**src/exp_cs_pkg.sv**
```systemverilog
// Shared constants and types for the expansion-bus chip-select block.
// Assumes a 32-bit register bus clocked at hclk and a 16-bit external data bus.
package exp_cs_pkg;

	// Number of chip selects and depth of the split-read FIFO.
	localparam int NUM_CS     = 8;
	localparam int FIFO_DEPTH = 8;

	// Control words sit at four times the chip select; status follows them.
	localparam logic [7:0] STATUS_OFFS = 8'h20;

	// Writable bits of a control word; the rest read as zero.
	localparam logic [31:0] CTRL_WMASK = 32'hBFFF_C03B;

	// Chip select 0 boots enabled, first processor style, slowest timing,
	// split off and write-protected; its width bit comes from the strap.
	localparam logic [31:0] CS0_RESET  = 32'hBFFF_0000;
	localparam logic [31:0] CSN_RESET  = 32'h0000_0000;

	// Cycles after reset release at which the synchronised strap is valid.
	localparam logic [1:0] STRAP_CAPTURE = 2'h2;

	// AHB transfer type bit that marks an active transfer (NONSEQ or SEQ).
	localparam int HTRANS_ACTIVE = 1;

	// Cycle styles held in the two-bit style field.
	typedef enum logic [1:0] {
		STYLE_UP_A  = 2'b00,
		STYLE_UP_B  = 2'b01,
		STYLE_HOST  = 2'b10,
		STYLE_RSVD  = 2'b11
	} style_type;

	// One chip-select timing and control word, most significant bit first.
	typedef struct packed {
		logic       enable;
		logic       rsvd30;
		logic [1:0] t_addr;
		logic [1:0] t_setup;
		logic [3:0] t_strobe;
		logic [1:0] t_hold;
		logic [3:0] t_recov;
		style_type  cycle_style_select;
		logic [7:0] rsvd13_6;
		logic       ready_pol;
		logic       mux;
		logic       split_en;
		logic       rsvd2;
		logic       write_en;
		logic       width8;
	} cs_cfg_type;

	// Expansion access request from the system bus side.
	typedef struct packed {
		logic        write;
		logic [2:0]  cs;
		logic [23:0] addr;
		logic [15:0] wdata;
		logic [2:0]  beats;
	} exp_req_type;

	// Answer kinds to an expansion request.
	typedef enum logic [2:0] {
		RSP_DONE       = 3'b000,
		RSP_ERROR      = 3'b001,
		RSP_RETRY      = 3'b010,
		RSP_SPLIT      = 3'b011,
		RSP_SPLIT_DONE = 3'b100
	} rsp_kind_type;

	typedef struct packed {
		logic         valid;
		rsp_kind_type kind;
	} exp_rsp_type;

	// Phases of one external cycle.
	typedef enum logic [2:0] {
		PH_IDLE   = 3'b000,
		PH_ADDR   = 3'b001,
		PH_SETUP  = 3'b010,
		PH_STROBE = 3'b011,
		PH_HOLD   = 3'b100,
		PH_RECOV  = 3'b101
	} phase_type;

endpackage

```
**src/exp_read_fifo.sv**
```systemverilog
// Read-data FIFO that gathers external beats before they go to the system bus.
// Assumes the writer never pushes when full and the reader never pops when empty.
`timescale 1ns/1ps
module exp_read_fifo #(
	parameter int WIDTH = 16,
	parameter int DEPTH = 8
) (
	// Clock and reset.
	input  wire logic             hclk,
	input  wire logic             hresetn,
	// Write side.
	input  wire logic             push,
	input  wire logic [WIDTH-1:0] push_data,
	// Read side.
	input  wire logic             pop,
	output logic      [WIDTH-1:0] head_data,
	output logic                  empty
);
	localparam int AW = $clog2(DEPTH);

	// Power-of-two depth keeps pointer wrap free of compare logic.
	initial begin
		if (DEPTH < 2 || (1 << AW) != DEPTH)
			$error("exp_read_fifo: DEPTH must be a power of two, at least 2");
	end

	logic [WIDTH-1:0] mem_q [DEPTH];
	logic [AW-1:0]    wr_ptr_q;
	logic [AW-1:0]    rd_ptr_q;
	logic [AW:0]      cnt_q;

	// Storage is not reset; only words under the count are ever read.
	always_ff @(posedge hclk) begin
		if (push)
			mem_q[wr_ptr_q] <= push_data;
	end

	// Pointers and fill count.
	always_ff @(posedge hclk or negedge hresetn) begin
		if (!hresetn) begin
			wr_ptr_q <= '0;
			rd_ptr_q <= '0;
			cnt_q    <= '0;
		end else begin
			if (push)
				wr_ptr_q <= wr_ptr_q + 1'b1;
			if (pop)
				rd_ptr_q <= rd_ptr_q + 1'b1;
			if (push && !pop)
				cnt_q <= cnt_q + 1'b1;
			else if (pop && !push)
				cnt_q <= cnt_q - 1'b1;
		end
	end

	assign head_data = mem_q[rd_ptr_q];
	assign empty     = (cnt_q == '0);

endmodule

```
**src/exp_cs_ctrl.sv**
```systemverilog
// Expansion-bus chip-select controller: eight timing/control words on an
// AHB-Lite slave, an access request port, and the external cycle engine.
// Assumes one clock, asynchronous pins synchronised here, and a requester
// that drains read data before issuing another read.
//
// Functional notes
// - Eight independent control words, one per chip select 0 to 7.
// - Bits 15:14 pick style: processor A, processor B, host port, reserved.
// - Bit 4 set selects multiplexed address and data, clear non-multiplexed.
// - Bit 0 clear gives 16-bit data, set gives 8-bit data.
// - Address line 0 at reset release loads chip select 0 width bit.
// - Bit 31 enables the chip select; clear disables it.
// - Bit 3 permits split transfers for that chip select.
// - Only multi-word reads split; at most one split outstanding.
// - Split read is acknowledged, data gathered in eight-word FIFO, then completion; a retry due in the split's last cycle goes out instead of it.
// - Requests during an outstanding split get a retry answer.
// - Chip select 0 resets with split transfers disabled.
// - Bit 1 clear ignores writes to the region; set performs them.
// - Chip select 0 resets write-protected.
// - Host-port chip selects 4 to 7 stall on their own ready input.
// - Bit 5 sets ready polarity: 0 low means ready, 1 high.
// - Phase fields: address 29:28, setup 27:26, strobe 25:22, hold 21:20, recovery 19:16.
//
// Local design decisions: the register addresses and the AHB-Lite interface to the registers.
`timescale 1ns/1ps
module exp_cs_ctrl #(
	parameter int FIFO_WORDS = exp_cs_pkg::FIFO_DEPTH
) (
	// Clock and reset.
	input  wire logic                    hclk,
	input  wire logic                    hresetn,
	// AHB-Lite register slave.
	input  wire logic                    hsel,
	input  wire logic [31:0]             haddr,
	input  wire logic [1:0]              htrans,
	input  wire logic                    hwrite,
	input  wire logic [2:0]              hsize,
	input  wire logic [31:0]             hwdata,
	input  wire logic                    hready,
	output logic                         hreadyout,
	output logic                         hresp,
	output logic [31:0]                  hrdata,
	// Expansion access requests and answers.
	input  wire logic                    req_valid,
	input  wire exp_cs_pkg::exp_req_type req,
	output logic                         req_ready,
	output exp_cs_pkg::exp_rsp_type      rsp,
	input  wire logic                    rd_pop,
	output logic                         rd_valid,
	output logic [15:0]                  rd_data,
	// External pins.
	input  wire logic                    boot_width_strap,
	input  wire logic [3:0]              host_port_ready_in,
	input  wire logic [15:0]             ext_data_in,
	output logic [7:0]                   chip_select_out_n,
	output logic [23:0]                  ext_addr_out,
	output logic                         ale_out,
	output logic                         rd_strobe_n,
	output logic                         wr_strobe_n,
	output logic [15:0]                  ext_data_out,
	output logic                         ext_data_oe,
	output logic [1:0]                   cycle_style_out,
	output logic                         mux_out,
	output logic                         width8_out
);
	import exp_cs_pkg::*;

	initial begin
		if (FIFO_WORDS < FIFO_DEPTH)
			$error("exp_cs_ctrl: FIFO must hold a full eight-beat read");
	end

	// Ready polarity check for one chip select; ready is ignored outside host-port style.
	function automatic logic ready_ok(input cs_cfg_type c, input logic [2:0] cs,
	                                  input logic [3:0] rdy);
		return !(c.cycle_style_select == STYLE_HOST && cs[2])
		       || (rdy[cs[1:0]] == c.ready_pol);
	endfunction

	// Address step per beat follows the data width.
	function automatic logic [23:0] beat_step(input cs_cfg_type c);
		return c.width8 ? 24'h00_0001 : 24'h00_0002;
	endfunction

	// Pin synchronisers. The first stage feeds only the second.
	logic [3:0]  rdy_s1_q;
	logic [3:0]  rdy_s2_q;
	logic [15:0] din_s1_q;
	logic [15:0] din_s2_q;
	logic        strap_s1_q;
	logic        strap_s2_q;

	always_ff @(posedge hclk or negedge hresetn) begin
		if (!hresetn) begin
			rdy_s1_q   <= '0;
			rdy_s2_q   <= '0;
			din_s1_q   <= '0;
			din_s2_q   <= '0;
			strap_s1_q <= 1'b0;
			strap_s2_q <= 1'b0;
		end else begin
			rdy_s1_q   <= host_port_ready_in;
			rdy_s2_q   <= rdy_s1_q;
			din_s1_q   <= ext_data_in;
			din_s2_q   <= din_s1_q;
			strap_s1_q <= boot_width_strap;
			strap_s2_q <= strap_s1_q;
		end
	end

	// AHB-Lite slave. Zero wait states: read data is prepared at the address
	// phase edge so it stands through the data phase.
	cs_cfg_type  cfg_q [NUM_CS];
	logic        wr_pend_q;
	logic [2:0]  wr_idx_q;
	logic [1:0]  strap_cnt_q;
	logic        ahb_take;
	logic [7:0]  ahb_offs;

	assign ahb_take = hsel && hready && htrans[HTRANS_ACTIVE];
	assign ahb_offs = haddr[7:0];

	always_ff @(posedge hclk or negedge hresetn) begin
		if (!hresetn) begin
			wr_pend_q <= 1'b0;
			wr_idx_q  <= '0;
		end else begin
			wr_pend_q <= ahb_take && hwrite && (ahb_offs < STATUS_OFFS)
			             && (haddr[31:8] == '0) && (ahb_offs[1:0] == 2'h0);
			wr_idx_q  <= ahb_offs[4:2];
		end
	end

	// Control words. The strap lands in chip select 0 once it has been
	// through the synchroniser, so it wins over a write in that cycle.
	always_ff @(posedge hclk or negedge hresetn) begin
		if (!hresetn) begin
			for (int i = 0; i < NUM_CS; i++)
				cfg_q[i] <= (i == 0) ? cs_cfg_type'(CS0_RESET) : cs_cfg_type'(CSN_RESET);
			strap_cnt_q <= '0;
		end else begin
			if (wr_pend_q)
				cfg_q[wr_idx_q] <= cs_cfg_type'(hwdata & CTRL_WMASK);
			if (strap_cnt_q != 2'h3)
				strap_cnt_q <= strap_cnt_q + 2'h1;
			if (strap_cnt_q == STRAP_CAPTURE)
				cfg_q[0].width8 <= strap_s2_q;
		end
	end

	// Operation and phase engine state.
	phase_type   st_q;
	phase_type   st_d;
	logic [4:0]  cnt_q;
	logic [4:0]  cnt_d;
	cs_cfg_type  op_cfg_q;
	logic [2:0]  op_cs_q;
	logic        op_write_q;
	logic        op_split_q;
	logic [2:0]  beats_left_q;
	logic [23:0] addr_q;
	logic [15:0] wdata_q;
	logic        split_q;
	logic        blocking_q;
	logic        req_ready_q;
	exp_rsp_type rsp_q;
	logic        rd_valid_q;
	logic [15:0] rd_data_q;

	// Request decode against the addressed chip select.
	cs_cfg_type  ncfg;
	logic        take;
	logic        bad;
	logic        start;
	logic        last_done;
	logic        push;
	logic        drained;
	logic        fifo_empty;
	logic        fifo_pop;
	logic [15:0] fifo_head;
	logic [23:0] addr_nx;
	logic        split_rd;

	assign ncfg = cfg_q[req.cs];
	assign take = req_valid && req_ready_q;
	assign bad  = !ncfg.enable
	              || ncfg.cycle_style_select == STYLE_RSVD
	              || (ncfg.cycle_style_select == STYLE_HOST && !req.cs[2]);
	assign start = take && !bad && !split_q && (!req.write || ncfg.write_en);
	assign addr_nx = (st_q == PH_IDLE) ? req.addr : addr_q + beat_step(op_cfg_q);
	assign split_rd = !req.write && (req.beats != '0) && ncfg.split_en;

	// Next phase. Each phase lasts its field plus one; multiplexed mode adds
	// an address cycle; a host-port strobe holds until the DSP is ready.
	always_comb begin
		st_d      = st_q;
		cnt_d     = cnt_q;
		push      = 1'b0;
		last_done = 1'b0;
		case (st_q)
			PH_IDLE: begin
				if (start) begin
					st_d  = PH_ADDR;
					cnt_d = 5'({3'h0, ncfg.t_addr}) + 5'({4'h0, ncfg.mux});
				end
			end
			PH_ADDR: begin
				if (cnt_q == '0) begin
					st_d  = PH_SETUP;
					cnt_d = 5'({3'h0, op_cfg_q.t_setup});
				end else
					cnt_d = cnt_q - 5'h1;
			end
			PH_SETUP: begin
				if (cnt_q == '0) begin
					st_d  = PH_STROBE;
					cnt_d = 5'({1'b0, op_cfg_q.t_strobe});
				end else
					cnt_d = cnt_q - 5'h1;
			end
			PH_STROBE: begin
				if (cnt_q != '0)
					cnt_d = cnt_q - 5'h1;
				else if (ready_ok(op_cfg_q, op_cs_q, rdy_s2_q)) begin
					st_d  = PH_HOLD;
					cnt_d = 5'({3'h0, op_cfg_q.t_hold});
					push  = !op_write_q;
				end
			end
			PH_HOLD: begin
				if (cnt_q == '0) begin
					st_d  = PH_RECOV;
					cnt_d = 5'({1'b0, op_cfg_q.t_recov});
				end else
					cnt_d = cnt_q - 5'h1;
			end
			PH_RECOV: begin
				if (cnt_q != '0)
					cnt_d = cnt_q - 5'h1;
				else if (beats_left_q != '0) begin
					st_d  = PH_ADDR;
					cnt_d = 5'({3'h0, op_cfg_q.t_addr}) + 5'({4'h0, op_cfg_q.mux});
				end else begin
					st_d      = PH_IDLE;
					last_done = 1'b1;
				end
			end
			default: begin
				st_d = PH_IDLE;
			end
		endcase
	end

	always_ff @(posedge hclk or negedge hresetn) begin
		if (!hresetn) begin
			st_q  <= PH_IDLE;
			cnt_q <= '0;
		end else begin
			st_q  <= st_d;
			cnt_q <= cnt_d;
		end
	end

	// Operation registers, latched at acceptance and stepped per beat.
	// Writes are always a single beat; only reads repeat.
	always_ff @(posedge hclk or negedge hresetn) begin
		if (!hresetn) begin
			op_cfg_q     <= cs_cfg_type'(CSN_RESET);
			op_cs_q      <= '0;
			op_write_q   <= 1'b0;
			op_split_q   <= 1'b0;
			beats_left_q <= '0;
			addr_q       <= '0;
			wdata_q      <= '0;
		end else if (start) begin
			op_cfg_q     <= ncfg;
			op_cs_q      <= req.cs;
			op_write_q   <= req.write;
			op_split_q   <= split_rd;
			beats_left_q <= req.write ? 3'h0 : req.beats;
			addr_q       <= req.addr;
			wdata_q      <= req.wdata;
		end else if (st_q == PH_RECOV && st_d == PH_ADDR) begin
			beats_left_q <= beats_left_q - 3'h1;
			addr_q       <= addr_nx;
		end
	end

	// Outstanding split, blocking operation and request readiness. A split
	// read frees the request port at once so later requests can be retried;
	// any other cycle holds it until finished and its data are drained.
	assign drained = fifo_empty && !rd_valid_q;

	always_ff @(posedge hclk or negedge hresetn) begin
		if (!hresetn) begin
			split_q     <= 1'b0;
			blocking_q  <= 1'b0;
			req_ready_q <= 1'b0;
		end else begin
			req_ready_q <= 1'b1;
			if (start && split_rd)
				split_q <= 1'b1;
			else if (split_q && st_q == PH_IDLE && drained)
				split_q <= 1'b0;
			if (start && !split_rd)
				blocking_q <= 1'b1;
			else if (blocking_q && st_q == PH_IDLE && drained)
				blocking_q <= 1'b0;
			if (start && !split_rd)
				req_ready_q <= 1'b0;
			else if (blocking_q && !(st_q == PH_IDLE && drained))
				req_ready_q <= 1'b0;
		end
	end

	// One-cycle answer pulse per retried, failed, ignored or split request and per finished cycle; a retry wins a tie.
	always_ff @(posedge hclk or negedge hresetn) begin
		if (!hresetn) begin
			rsp_q <= '0;
		end else begin
			rsp_q <= '{1'b0, RSP_DONE};
			if (take && split_q)
				rsp_q <= '{1'b1, RSP_RETRY};
			else if (take && bad)
				rsp_q <= '{1'b1, RSP_ERROR};
			else if (take && req.write && !ncfg.write_en)
				rsp_q <= '{1'b1, RSP_DONE};
			else if (start && split_rd)
				rsp_q <= '{1'b1, RSP_SPLIT};
			else if (last_done)
				rsp_q <= '{1'b1, op_split_q ? RSP_SPLIT_DONE : RSP_DONE};
		end
	end

	// Read gathering: each beat is captured at the end of its strobe. The
	// synchroniser adds two cycles, so a device must drive valid data
	// at least two cycles before its strobe ends.
	exp_read_fifo #(
		.WIDTH (16),
		.DEPTH (FIFO_WORDS)
	) u_fifo (
		.hclk      (hclk),
		.hresetn   (hresetn),
		.push      (push),
		.push_data (op_cfg_q.width8 ? {8'h00, din_s2_q[7:0]} : din_s2_q),
		.pop       (fifo_pop),
		.head_data (fifo_head),
		.empty     (fifo_empty)
	);

	// Output stage so the read port is driven from flip-flops.
	assign fifo_pop = !fifo_empty && (!rd_valid_q || rd_pop);

	always_ff @(posedge hclk or negedge hresetn) begin
		if (!hresetn) begin
			rd_valid_q <= 1'b0;
			rd_data_q  <= '0;
		end else if (fifo_pop) begin
			rd_valid_q <= 1'b1;
			rd_data_q  <= fifo_head;
		end else if (rd_pop) begin
			rd_valid_q <= 1'b0;
		end
	end

	// External pins, registered from the next phase so they change together.
	logic [7:0]  cs_n_q;
	logic        ale_q;
	logic        rd_n_q;
	logic        wr_n_q;
	logic [15:0] dout_q;
	logic        doe_q;
	logic        cs_phase;
	logic        nwrite;
	logic        nmux;
	logic [2:0]  ncs;

	assign cs_phase = (st_d == PH_SETUP) || (st_d == PH_STROBE) || (st_d == PH_HOLD);
	assign nwrite   = start ? req.write : op_write_q;
	assign nmux     = start ? ncfg.mux : op_cfg_q.mux;
	assign ncs      = start ? req.cs : op_cs_q;

	always_ff @(posedge hclk or negedge hresetn) begin
		if (!hresetn) begin
			cs_n_q <= 8'hFF;
			ale_q  <= 1'b0;
			rd_n_q <= 1'b1;
			wr_n_q <= 1'b1;
			dout_q <= '0;
			doe_q  <= 1'b0;
		end else begin
			cs_n_q <= cs_phase ? ~(8'h01 << ncs) : 8'hFF;
			// Latch enable drops one cycle before the address phase ends.
			ale_q  <= (st_d == PH_ADDR) && (cnt_d != '0) && nmux;
			rd_n_q <= !((st_d == PH_STROBE) && !nwrite);
			wr_n_q <= !((st_d == PH_STROBE) && nwrite);
			// Multiplexed mode puts the low address on the data bus first.
			if (st_d == PH_ADDR && nmux) begin
				dout_q <= addr_nx[15:0];
				doe_q  <= 1'b1;
			end else begin
				dout_q <= start ? req.wdata : wdata_q;
				doe_q  <= nwrite && (cs_phase || st_d == PH_ADDR);
			end
		end
	end

	// Register reads: control words, then status.
	always_ff @(posedge hclk or negedge hresetn) begin
		if (!hresetn) begin
			hrdata <= '0;
		end else if (ahb_take && !hwrite) begin
			hrdata <= '0;
			if (haddr[31:8] == '0 && ahb_offs < STATUS_OFFS)
				hrdata <= 32'(cfg_q[ahb_offs[4:2]]) & CTRL_WMASK;
			else if (haddr[31:8] == '0 && ahb_offs == STATUS_OFFS)
				hrdata <= {24'h00_0000, rd_valid_q, split_q, blocking_q,
				           fifo_empty, 1'b0, st_q};
		end
	end

	assign hreadyout         = 1'b1;
	assign hresp             = 1'b0;
	assign req_ready         = req_ready_q;
	assign rsp               = rsp_q;
	assign rd_valid          = rd_valid_q;
	assign rd_data           = rd_data_q;
	assign chip_select_out_n = cs_n_q;
	assign ext_addr_out      = addr_q;
	assign ale_out           = ale_q;
	assign rd_strobe_n       = rd_n_q;
	assign wr_strobe_n       = wr_n_q;
	assign ext_data_out      = dout_q;
	assign ext_data_oe       = doe_q;
	assign cycle_style_out   = op_cfg_q.cycle_style_select;
	assign mux_out           = op_cfg_q.mux;
	assign width8_out        = op_cfg_q.width8;

endmodule

```
**config.mk**
```make
export PLATFORM = sky130hd
export DESIGN_NAME = exp_cs_ctrl
export DESIGN_NICKNAME = d
export VERILOG_FILES = /design/src/exp_cs_pkg.sv /design/src/exp_read_fifo.sv /design/src/exp_cs_ctrl.sv
export SDC_FILE = /design/constraint.sdc
export NUM_CORES = 1
export LEC_CHECK = 0
export BUFFER_PORTS_ARGS = -buffer_cell sky130_fd_sc_hd__buf_2
export CORE_UTILIZATION = 50
export CTS_CLUSTER_DIAMETER = 120
export DETAILED_ROUTE_END_ITERATION = 8
export PLACE_DENSITY_LB_ADDON = 0.08
export SYNTH_ARGS = -nofsm -noshare
export SYNTH_HDL_FRONTEND = slang
export SYNTH_SLANG_ARGS = --single-unit
```
**constraint.sdc**
```tcl
create_clock -name hclk -period 4.68 [get_ports hclk]
set_input_delay 0.234 -clock hclk [delete_from_list [all_inputs] [get_ports hclk]]
set_output_delay 0.234 -clock hclk [all_outputs]
set_load 0.005 [all_outputs]
```
==> impl_metrics.xml, run 1 <==
<?xml version="1.0" encoding="UTF-8"?>
<metrics>
  <group name="status">
    <metric name="outcome" unit="">complete, no violations</metric>
  </group>
  <group name="routing">
    <metric name="drc" unit="">0</metric>
    <metric name="wl_per_cell" unit="um">21.7</metric>
    <metric name="antenna_violating_nets_post_route" unit="">0</metric>
    <metric name="finalWirelength" unit="um">55800</metric>
    <metric name="routed-via-count" unit="">14500</metric>
    <metric name="drt_iter0_markers" unit="">937</metric>
    <metric name="viasPerCell" unit="">5.64</metric>
    <metric name="firstDrtPassIters" unit="">7</metric>
  </group>
  <group name="critical_path">
    <metric name="critPathLaunch" unit="">cnt_q[0]</metric>
    <metric name="critical_path_peak_fanout" unit="">12</metric>
    <metric name="cp.required" unit="ns">5.19</metric>
    <metric name="cp.arrival" unit="ns">4.11</metric>
    <metric name="reg2reg_from" unit="">cnt_q[0]</metric>
    <metric name="reg2reg_depth" unit="">13</metric>
    <metric name="crit-reg2reg-capture" unit="">u_fifo.cnt_q[3]</metric>
    <metric name="crit_path_end_kind" unit="">flop</metric>
    <metric name="critPathCapture" unit="">u_fifo.cnt_q[3]</metric>
    <metric name="critical_path_launch_point_type" unit="">flop</metric>
    <metric name="r2r_setup_slack" unit="ns">1.08</metric>
    <metric name="setup_cp_type" unit="">flop to flop</metric>
  </group>
  <group name="yosys">
    <metric name="synth_top_area_share" unit="">0.391</metric>
    <metric name="synth_warn" unit="">0</metric>
    <metric name="synth_cell_type_count" unit="">68</metric>
    <metric name="ys_async_sr_fraction" unit="">0.751</metric>
    <metric name="synth_enable_flop_cells" unit="">128</metric>
    <metric name="synth.area.top_cells" unit="">sky130_fd_sc_hd__dfrtp_1 39%, sky130_fd_sc_hd__edfxtp_1 17%, sky130_fd_sc_hd__mux4_2 11%</metric>
    <metric name="yosysSeqAreaShare" unit="">0.586</metric>
    <metric name="post_synth.cell_area_avg" unit="um^2">14.4</metric>
    <metric name="yosys_register_bits" unit="">514</metric>
    <metric name="post-synth-top-area-cell" unit="">sky130_fd_sc_hd__dfrtp_1</metric>
    <metric name="netlist_instances" unit="">1604</metric>
    <metric name="synth.cell_area" unit="um^2">23100</metric>
    <metric name="postSynth.topFlopCell" unit="">sky130_fd_sc_hd__dfrtp_1</metric>
  </group>
  <group name="sta">
    <metric name="tns" unit="ns">0</metric>
    <metric name="max_slew.worst_pin.slew" unit="ns">1.10</metric>
    <metric name="maxSlewViolCount" unit="">0</metric>
    <metric name="layout_worst_path_cycle_share" unit="">0.768</metric>
    <metric name="rsz_0062_raised_after_global_routing" unit="">no</metric>
    <metric name="max_freq" unit="MHz">278</metric>
    <metric name="worst_slew_margin_rel" unit="">0.266</metric>
    <metric name="final_critical_path_setup_slack" unit="ns">1.08</metric>
    <metric name="min_period" unit="ns">3.60</metric>
    <metric name="setup_viol_count_final" unit="">0</metric>
    <metric name="final-hold-violation-count" unit="">0</metric>
    <metric name="clock_skew" unit="ns">0.0313</metric>
  </group>
  <group name="grt">
    <metric name="antenna_found_initial" unit="">4</metric>
    <metric name="groute.usage.overall" unit="">0.243</metric>
    <metric name="grt_first_pass_wirelength" unit="um">87700</metric>
    <metric name="grt.overflow.total" unit="">0</metric>
    <metric name="first_global_vias" unit="">15000</metric>
    <metric name="grt_start_max_net_pins" unit="">110</metric>
  </group>
  <group name="placement">
    <metric name="dpl_worst_slack" unit="ns">0.906</metric>
    <metric name="place.port_buffers" unit="">232</metric>
    <metric name="dp_cells" unit="">2383</metric>
    <metric name="place.detailed.hpwl" unit="um">35800</metric>
    <metric name="finalWeightedCongestion" unit="">0.895</metric>
  </group>
  <group name="power">
    <metric name="powerDensity" unit="nW/um^2">493</metric>
    <metric name="power.ir.vdd_worst" unit="V">0.000435</metric>
    <metric name="leakage" unit="nW">11.8</metric>
  </group>
  <group name="clock_tree">
    <metric name="clk_pin_slew" unit="ns">0.06</metric>
    <metric name="clkLatencyLatePin" unit="ns">0.63</metric>
    <metric name="clock_path_buffers" unit="">3</metric>
    <metric name="h-tree-depth" unit="">2</metric>
    <metric name="postCtsResizedCells" unit="">0</metric>
    <metric name="cts_tree" unit="">done</metric>
    <metric name="cts.repair_timing.setup_buffer_count" unit="">0</metric>
    <metric name="clock-root-buffer" unit="">sky130_fd_sc_hd__clkbuf_16</metric>
    <metric name="tritoncts.num_buffers" unit="">54</metric>
    <metric name="hold_buffers" unit="">89</metric>
    <metric name="cts_sinks" unit="">514</metric>
  </group>
  <group name="layout">
    <metric name="finish.net_count" unit="">2090</metric>
    <metric name="area_delta_synth_final" unit="%">20.5</metric>
    <metric name="final_layout_size_suffix_gt1_frac" unit="">0.376</metric>
    <metric name="layout.cells.non_filler" unit="">2575</metric>
  </group>
  <group name="die">
    <metric name="std_cell_rows" unit="">78</metric>
    <metric name="floorplan.initialDensity" unit="">0.508</metric>
    <metric name="die_height" unit="um">217</metric>
    <metric name="io_pins" unit="">256</metric>
    <metric name="die_area" unit="um^2">47100</metric>
    <metric name="core_footprint" unit="um^2">45500</metric>
    <metric name="die_x" unit="um">217</metric>
  </group>
  <group name="hold_path">
    <metric name="hold_path_startpoint" unit="">req[46]</metric>
    <metric name="timing.hold.worst.class" unit="">input pin to flop</metric>
  </group>
  <group name="run">
    <metric name="max_cap_viol_count" unit="">0</metric>
  </group>
</metrics>
## cell families (layout without fill, tap and decap cells)
kind of cell               Yosys count  in the layout  synth area share
and+or+nand+nor                    307            307            0.0636
buffers and inverters              128            491            0.0241
xor gates and xnor gates            30             30            0.0114
muxes                              401            401             0.250
AOI/OAI and AO/OA                  204            204            0.0540
other                                2             10          0.000325
DFF                                514            514             0.586
adders and majority gates           18             18            0.0104
## layout by cell type (no fill, tap or decap), types with 58 or more instances in the layout
cell / Yosys / layout
sky130_fd_sc_hd__mux4_2: 116 / 116
sky130_fd_sc_hd__a21oi_1: 64 / 62
sky130_fd_sc_hd__dlygate4sd3_1: 0 / 89
sky130_fd_sc_hd__dfrtp_1: 361 / 359
sky130_fd_sc_hd__mux2_2: 207 / 207
sky130_fd_sc_hd__edfxtp_1: 128 / 128
sky130_fd_sc_hd__nand2_1: 100 / 100
sky130_fd_sc_hd__o21ai_0: 58 / 58
sky130_fd_sc_hd__buf_2: 4 / 231
sky130_fd_sc_hd__nor2_1: 82 / 82
sky130_fd_sc_hd__mux2i_1: 70 / 70
## state kept, by name (all words and copies together), names as in the netlist, 15 cells and up
| signal | cells |
|---|---|
| cfg_q | 176 |
| din_s1_q | 16 |
| din_s2_q | 16 |
| ext_addr_out | 24 |
| ext_data_out | 16 |
| hrdata | 25 |
| op_cfg_q | 15 |
| rd_data | 16 |
| u_fifo.mem_q | 128 |
| wdata_q | 16 |
## where the power goes
group | switching, mW | internal [mW] | leakage [nW] | total, mW
sequential | 0.634 | 5.27 | 5.89 | 5.91
clock | 1.84 | 2.74 | 0.951 | 4.58
combinational | 1.64 | 1.59 | 4.98 | 3.23
total | 4.12 | 9.60 | 11.8 | 13.7
## worst min-delay path by stage
stage / end / cells after the start / slack (ns)
after floorplan: ale_out / 0 / -0.06
after global routing: ext_addr_out[21] / 3 / 0.03
after global placement: din_s2_q[12] / 0 / 0.33
final: beats_left_q[0] / 3 / 0.04
after detailed placement: din_s2_q[1] / 0 / 0.33
after CTS: ext_addr_out[21] / 3 / 0.01
## routing by layer
metal,track usage,part of all wire,vias up,wire [um]
met2,0.400,0.49,341,27300
met4,0.0685,0.025,6,1370
met3,0.0423,0.044,100,2480
li1,-,-,6668,-
met1,0.334,0.44,7418,24700
met5,0,0.00061,-,34
## cells in the mapped netlist, types with 4 or more instances
cell type	instances
sky130_fd_sc_hd__nor2_1	82
sky130_fd_sc_hd__nand4_1	13
sky130_fd_sc_hd__buf_1	25
sky130_fd_sc_hd__o21ai_0	58
sky130_fd_sc_hd__a21oi_1	64
sky130_fd_sc_hd__ha_1	16
sky130_fd_sc_hd__mux2_2	207
sky130_fd_sc_hd__nand3_1	29
sky130_fd_sc_hd__xor2_1	8
sky130_fd_sc_hd__nor3_1	12
sky130_fd_sc_hd__edfxtp_1	128
sky130_fd_sc_hd__nand2_1	100
sky130_fd_sc_hd__o31ai_1	21
sky130_fd_sc_hd__or3_1	4
sky130_fd_sc_hd__o22ai_1	5
sky130_fd_sc_hd__nand3b_1	4
sky130_fd_sc_hd__buf_2	4
sky130_fd_sc_hd__a31oi_1	7
sky130_fd_sc_hd__nor4_1	10
sky130_fd_sc_hd__a21o_1	5
sky130_fd_sc_hd__nand2b_1	11
sky130_fd_sc_hd__clkbuf_1	62
sky130_fd_sc_hd__dfstp_2	25
sky130_fd_sc_hd__nor2b_1	12
sky130_fd_sc_hd__dfrtp_1	361
sky130_fd_sc_hd__buf_6	4
sky130_fd_sc_hd__mux4_2	116
sky130_fd_sc_hd__inv_1	21
sky130_fd_sc_hd__mux2_4	6
sky130_fd_sc_hd__and3_1	7
sky130_fd_sc_hd__o21a_1	11
sky130_fd_sc_hd__mux2i_1	70
sky130_fd_sc_hd__xnor2_1	22
sky130_fd_sc_hd__buf_4	11
sky130_fd_sc_hd__nor3b_1	5
sky130_fd_sc_hd__o211ai_1	4
## layout make-up
cell class	count	area, um^2
fillers	3506	17600
flip-flops and latches	514	13500
multi-input cells	969	9080
repair buffers	367	2430
clock buffers	78	1600
well taps	600	751
clock inverters	24	349
inverters	22	82.6
diodes	1	2.50
## worst max-delay path, cell delays in order, from the launching register on
cell                      delay [ns]
sky130_fd_sc_hd__dfrtp_1        0.42
sky130_fd_sc_hd__inv_1          0.16
sky130_fd_sc_hd__ha_1           0.26
sky130_fd_sc_hd__or4b_2         0.78
sky130_fd_sc_hd__nor4_1         0.46
sky130_fd_sc_hd__buf_4          0.23
sky130_fd_sc_hd__ha_1           0.18
sky130_fd_sc_hd__inv_1          0.09
sky130_fd_sc_hd__ha_1           0.27
sky130_fd_sc_hd__a21o_1         0.17
sky130_fd_sc_hd__a21oi_1        0.16
sky130_fd_sc_hd__xnor2_1        0.13
sky130_fd_sc_hd__nor2_1         0.06
sky130_fd_sc_hd__xor2_1         0.14
## stage by stage
step	total power, mW	cell area (um^2)	hold WS, ns	utilization
after floorplan	7.99	23100	-0.0616	-
after global placement	9.10	25000	0.334	0.550
after detailed placement	9.17	25000	0.335	0.550
after CTS	13.9	27800	0.00969	0.612
after global routing	14.4	27800	0.0298	0.612
final	13.7	27800	0.0415	0.612
Power figures use the tool's default switching activity.
==> run 2: changes to the inputs <==
- clock period: 4.68 -> 3.3 ns (I/O delays scaled with it)
==> impl_metrics.xml, run 2 (synthesis gave the netlist of run 1 again) <==
<?xml version="1.0" encoding="UTF-8"?>
<metrics>
  <group name="power">
    <metric name="p_comb_frac" unit="">0.253</metric>
    <metric name="internal_power" unit="mW">13.3</metric>
    <metric name="clock_share_of_power" unit="">0.312</metric>
    <metric name="net_switching_power" unit="mW">5.87</metric>
    <metric name="powerDensity" unit="nW/um^2">681</metric>
    <metric name="leakage" unit="nW">12.0</metric>
    <metric name="p_seq_frac" unit="">0.435</metric>
    <metric name="switching_share" unit="">0.307</metric>
    <metric name="power.ir.vdd_worst" unit="V">0.000534</metric>
  </group>
  <group name="hold_path">
    <metric name="timing.hold.worst.class" unit="">input pin to flop</metric>
  </group>
  <group name="sta">
    <metric name="max_slew.worst_pin.slew" unit="ns">1.17</metric>
    <metric name="min_period" unit="ns">3.09</metric>
    <metric name="worst_slew_margin_rel" unit="">0.217</metric>
    <metric name="rsz_0062_raised_after_global_routing" unit="">no</metric>
    <metric name="layout_worst_path_cycle_share" unit="">0.935</metric>
    <metric name="final-hold-violation-count" unit="">0</metric>
    <metric name="tns" unit="ns">0</metric>
    <metric name="max_freq" unit="MHz">324</metric>
    <metric name="setup_viol_count_final" unit="">0</metric>
    <metric name="maxSlewViolCount" unit="">0</metric>
    <metric name="final_critical_path_setup_slack" unit="ns">0.213</metric>
    <metric name="clock_skew" unit="ns">0.0223</metric>
  </group>
  <group name="grt">
    <metric name="grt.overflow.total" unit="">0</metric>
    <metric name="grt_start_max_net_pins" unit="">114</metric>
    <metric name="grt_first_pass_wirelength" unit="um">89900</metric>
    <metric name="groute.usage.overall" unit="">0.250</metric>
    <metric name="first_global_vias" unit="">15500</metric>
    <metric name="antenna_found_initial" unit="">2</metric>
  </group>
  <group name="layout">
    <metric name="final_layout_size_suffix_gt1_frac" unit="">0.385</metric>
    <metric name="fillers" unit="">3541</metric>
    <metric name="reg.largest.list" unit="">cfg_q (176), u_fifo.mem_q (128), hrdata (25)</metric>
    <metric name="finish.net_count" unit="">2135</metric>
    <metric name="final_cell_mix" unit="">359 x sky130_fd_sc_hd__dfrtp_1, 231 x sky130_fd_sc_hd__buf_2, 207 x sky130_fd_sc_hd__mux2_2</metric>
    <metric name="largest_register_ffs" unit="">176</metric>
    <metric name="layout.cells.most_common" unit="">sky130_fd_sc_hd__dfrtp_1</metric>
    <metric name="area_delta_synth_final" unit="%">21.6</metric>
    <metric name="registers.top_by_ff_count" unit="">cfg_q</metric>
  </group>
  <group name="routing">
    <metric name="routed-via-count" unit="">14700</metric>
    <metric name="finalWirelength" unit="um">56900</metric>
    <metric name="drc" unit="">0</metric>
    <metric name="firstDrtPassIters" unit="">5</metric>
    <metric name="drt_iter0_markers" unit="">924</metric>
    <metric name="viasPerCell" unit="">5.61</metric>
    <metric name="wl_per_cell" unit="um">21.7</metric>
    <metric name="antenna_violating_nets_post_route" unit="">0</metric>
  </group>
  <group name="die">
    <metric name="std_cell_rows" unit="">78</metric>
    <metric name="io_pins" unit="">256</metric>
    <metric name="floorplan.initialDensity" unit="">0.508</metric>
    <metric name="core_footprint" unit="um^2">45500</metric>
    <metric name="die_area" unit="um^2">47100</metric>
    <metric name="die_x" unit="um">217</metric>
    <metric name="die_height" unit="um">217</metric>
  </group>
  <group name="critical_path">
    <metric name="critical_path_launch_point_type" unit="">flop</metric>
    <metric name="setup_cp_type" unit="">flop to flop</metric>
    <metric name="cpLargestDelayFamily" unit="">simple AND/OR/NAND/NOR gates</metric>
    <metric name="critical_path_peak_fanout" unit="">7</metric>
    <metric name="max_stage_delay" unit="ns">0.48</metric>
    <metric name="cp.arrival" unit="ns">3.59</metric>
    <metric name="worstPathBufferInverterCount" unit="">3</metric>
    <metric name="cp_slowest_cell" unit="">sky130_fd_sc_hd__nor4b_2</metric>
    <metric name="crit_path_end_kind" unit="">flop</metric>
    <metric name="critPathMostFrequentCell" unit="">sky130_fd_sc_hd__buf_4</metric>
    <metric name="worstPathCellList" unit="">inv_1 -&gt; ha_1 -&gt; nor4b_2 -&gt; buf_4 -&gt; nand2_1 -&gt; a22o_1 -&gt; a21oi_1 -&gt; and3_1 -&gt; buf_4 -&gt; mux2_2</metric>
    <metric name="cp.required" unit="ns">3.80</metric>
  </group>
  <group name="clock_tree">
    <metric name="tritoncts.num_buffers" unit="">54</metric>
    <metric name="cts.repair_timing.setup_buffer_count" unit="">0</metric>
    <metric name="h-tree-depth" unit="">2</metric>
    <metric name="clkLatencyLatePin" unit="ns">0.62</metric>
    <metric name="clock-root-buffer" unit="">sky130_fd_sc_hd__clkbuf_16</metric>
    <metric name="clk_pin_slew" unit="ns">0.06</metric>
    <metric name="cts_tree" unit="">done</metric>
    <metric name="clock_path_buffers" unit="">3</metric>
    <metric name="cts_sinks" unit="">514</metric>
  </group>
  <group name="placement">
    <metric name="dpl_worst_slack" unit="ns">0.0880</metric>
    <metric name="place.port_buffers" unit="">232</metric>
    <metric name="finalWeightedCongestion" unit="">0.882</metric>
    <metric name="place.detailed.hpwl" unit="um">37700</metric>
  </group>
  <group name="run">
    <metric name="max_cap_viol_count" unit="">0</metric>
  </group>
  <group name="status">
    <metric name="outcome" unit="">complete, no violations</metric>
  </group>
</metrics>
-- run 2: cell types whose count changed in the layout (fill, tap and decap cells not counted), moves of 2 or more --
cell / change
sky130_fd_sc_hd__clkbuf_1: +6
sky130_fd_sc_hd__buf_4: +33
sky130_fd_sc_hd__clkinv_2: +3
sky130_fd_sc_hd__dlygate4sd3_1: +7
sky130_fd_sc_hd__clkbuf_8: -3
sky130_fd_sc_hd__bufinv_16: -4
sky130_fd_sc_hd__buf_12: +5
sky130_fd_sc_hd__clkbuf_16: -2
sky130_fd_sc_hd__clkinv_16: -2
-- run 2: repair_timing --
item,CTS,global route
setup endpoints to repair,0,12
hold buffers,96,0
hold endpoints to repair,360,0
resized for setup,0,3
-- run 2: worst paths after layout --
kind,start,to,slack [ns],depth (start not counted)
worst max-delay path,cnt_q[1],ext_data_out[2],0.21,10
worst min-delay path,haddr[4],wr_idx_q[2],0.10,1
worst max register to register,cnt_q[1],ext_data_out[2],0.21,10
worst min register to register,din_s1_q[3],din_s2_q[3],0.34,0
max in group asynchronous,hresetn,ext_addr_out[14],2.08,3
min in group asynchronous,hresetn,din_s2_q[4],0.24,2
-- run 2: per-stage QoR --
step                cell area (um^2)   util  power [mW]  hold WS [ns]  instances
detailed placement             25400  0.558        13.2         0.275       2421
CTS                            28100  0.617        19.3        0.0870       2619
finish                         28100  0.618        19.1         0.102       2620
global route                   28100  0.618        20.2         0.106       2620
global placement               25400  0.558        13.1         0.274       2421
floorplan                      23200      -        11.4        -0.131       1611
-- run 2: layer usage --
layer	global-route usage	up-vias	share of wire
met5	0	-	0
met4	0.0730	0	0.021
met3	0.0341	78	0.041
met2	0.403	326	0.48
met1	0.355	7529	0.45
li1	-	6768	-
-- run 2: power groups by stage --
stage	clock network, mW	registers, mW	logic, mW
after floorplan	0	8.10	3.25
after global placement	0	8.40	4.69
after detailed placement	0	8.43	4.75
after CTS	6.12	8.32	4.88
after global routing	6.36	8.45	5.36
final	5.97	8.32	4.85
-- run 2: worst register-to-register path: stages, from the launching register on --
cell and delay (ns):
sky130_fd_sc_hd__dfrtp_1 0.42, sky130_fd_sc_hd__inv_1 0.09, sky130_fd_sc_hd__ha_1 0.22, sky130_fd_sc_hd__nor4b_2 0.48, sky130_fd_sc_hd__buf_4 0.21, sky130_fd_sc_hd__nand2_1 0.11
sky130_fd_sc_hd__a22o_1 0.29, sky130_fd_sc_hd__a21oi_1 0.36, sky130_fd_sc_hd__and3_1 0.24, sky130_fd_sc_hd__buf_4 0.20, sky130_fd_sc_hd__mux2_2 0.36
-- run 2: area by class of cell --
| class | instances | area, um^2 | area share |
|---|---|---|---|
| Inverter | 22 | 82.6 | 0.00294 |
| Antenna cell | 1 | 2.50 | 0.0000891 |
| Clock inverter | 23 | 220 | 0.00784 |
| Multi-Input combinational cell | 969 | 9110 | 0.324 |
| Sequential cell | 514 | 13500 | 0.482 |
| Tap cell | 600 | 751 | 0.0267 |
| Clock buffer | 79 | 1540 | 0.0546 |
| Timing Repair Buffer | 412 | 2850 | 0.101 |
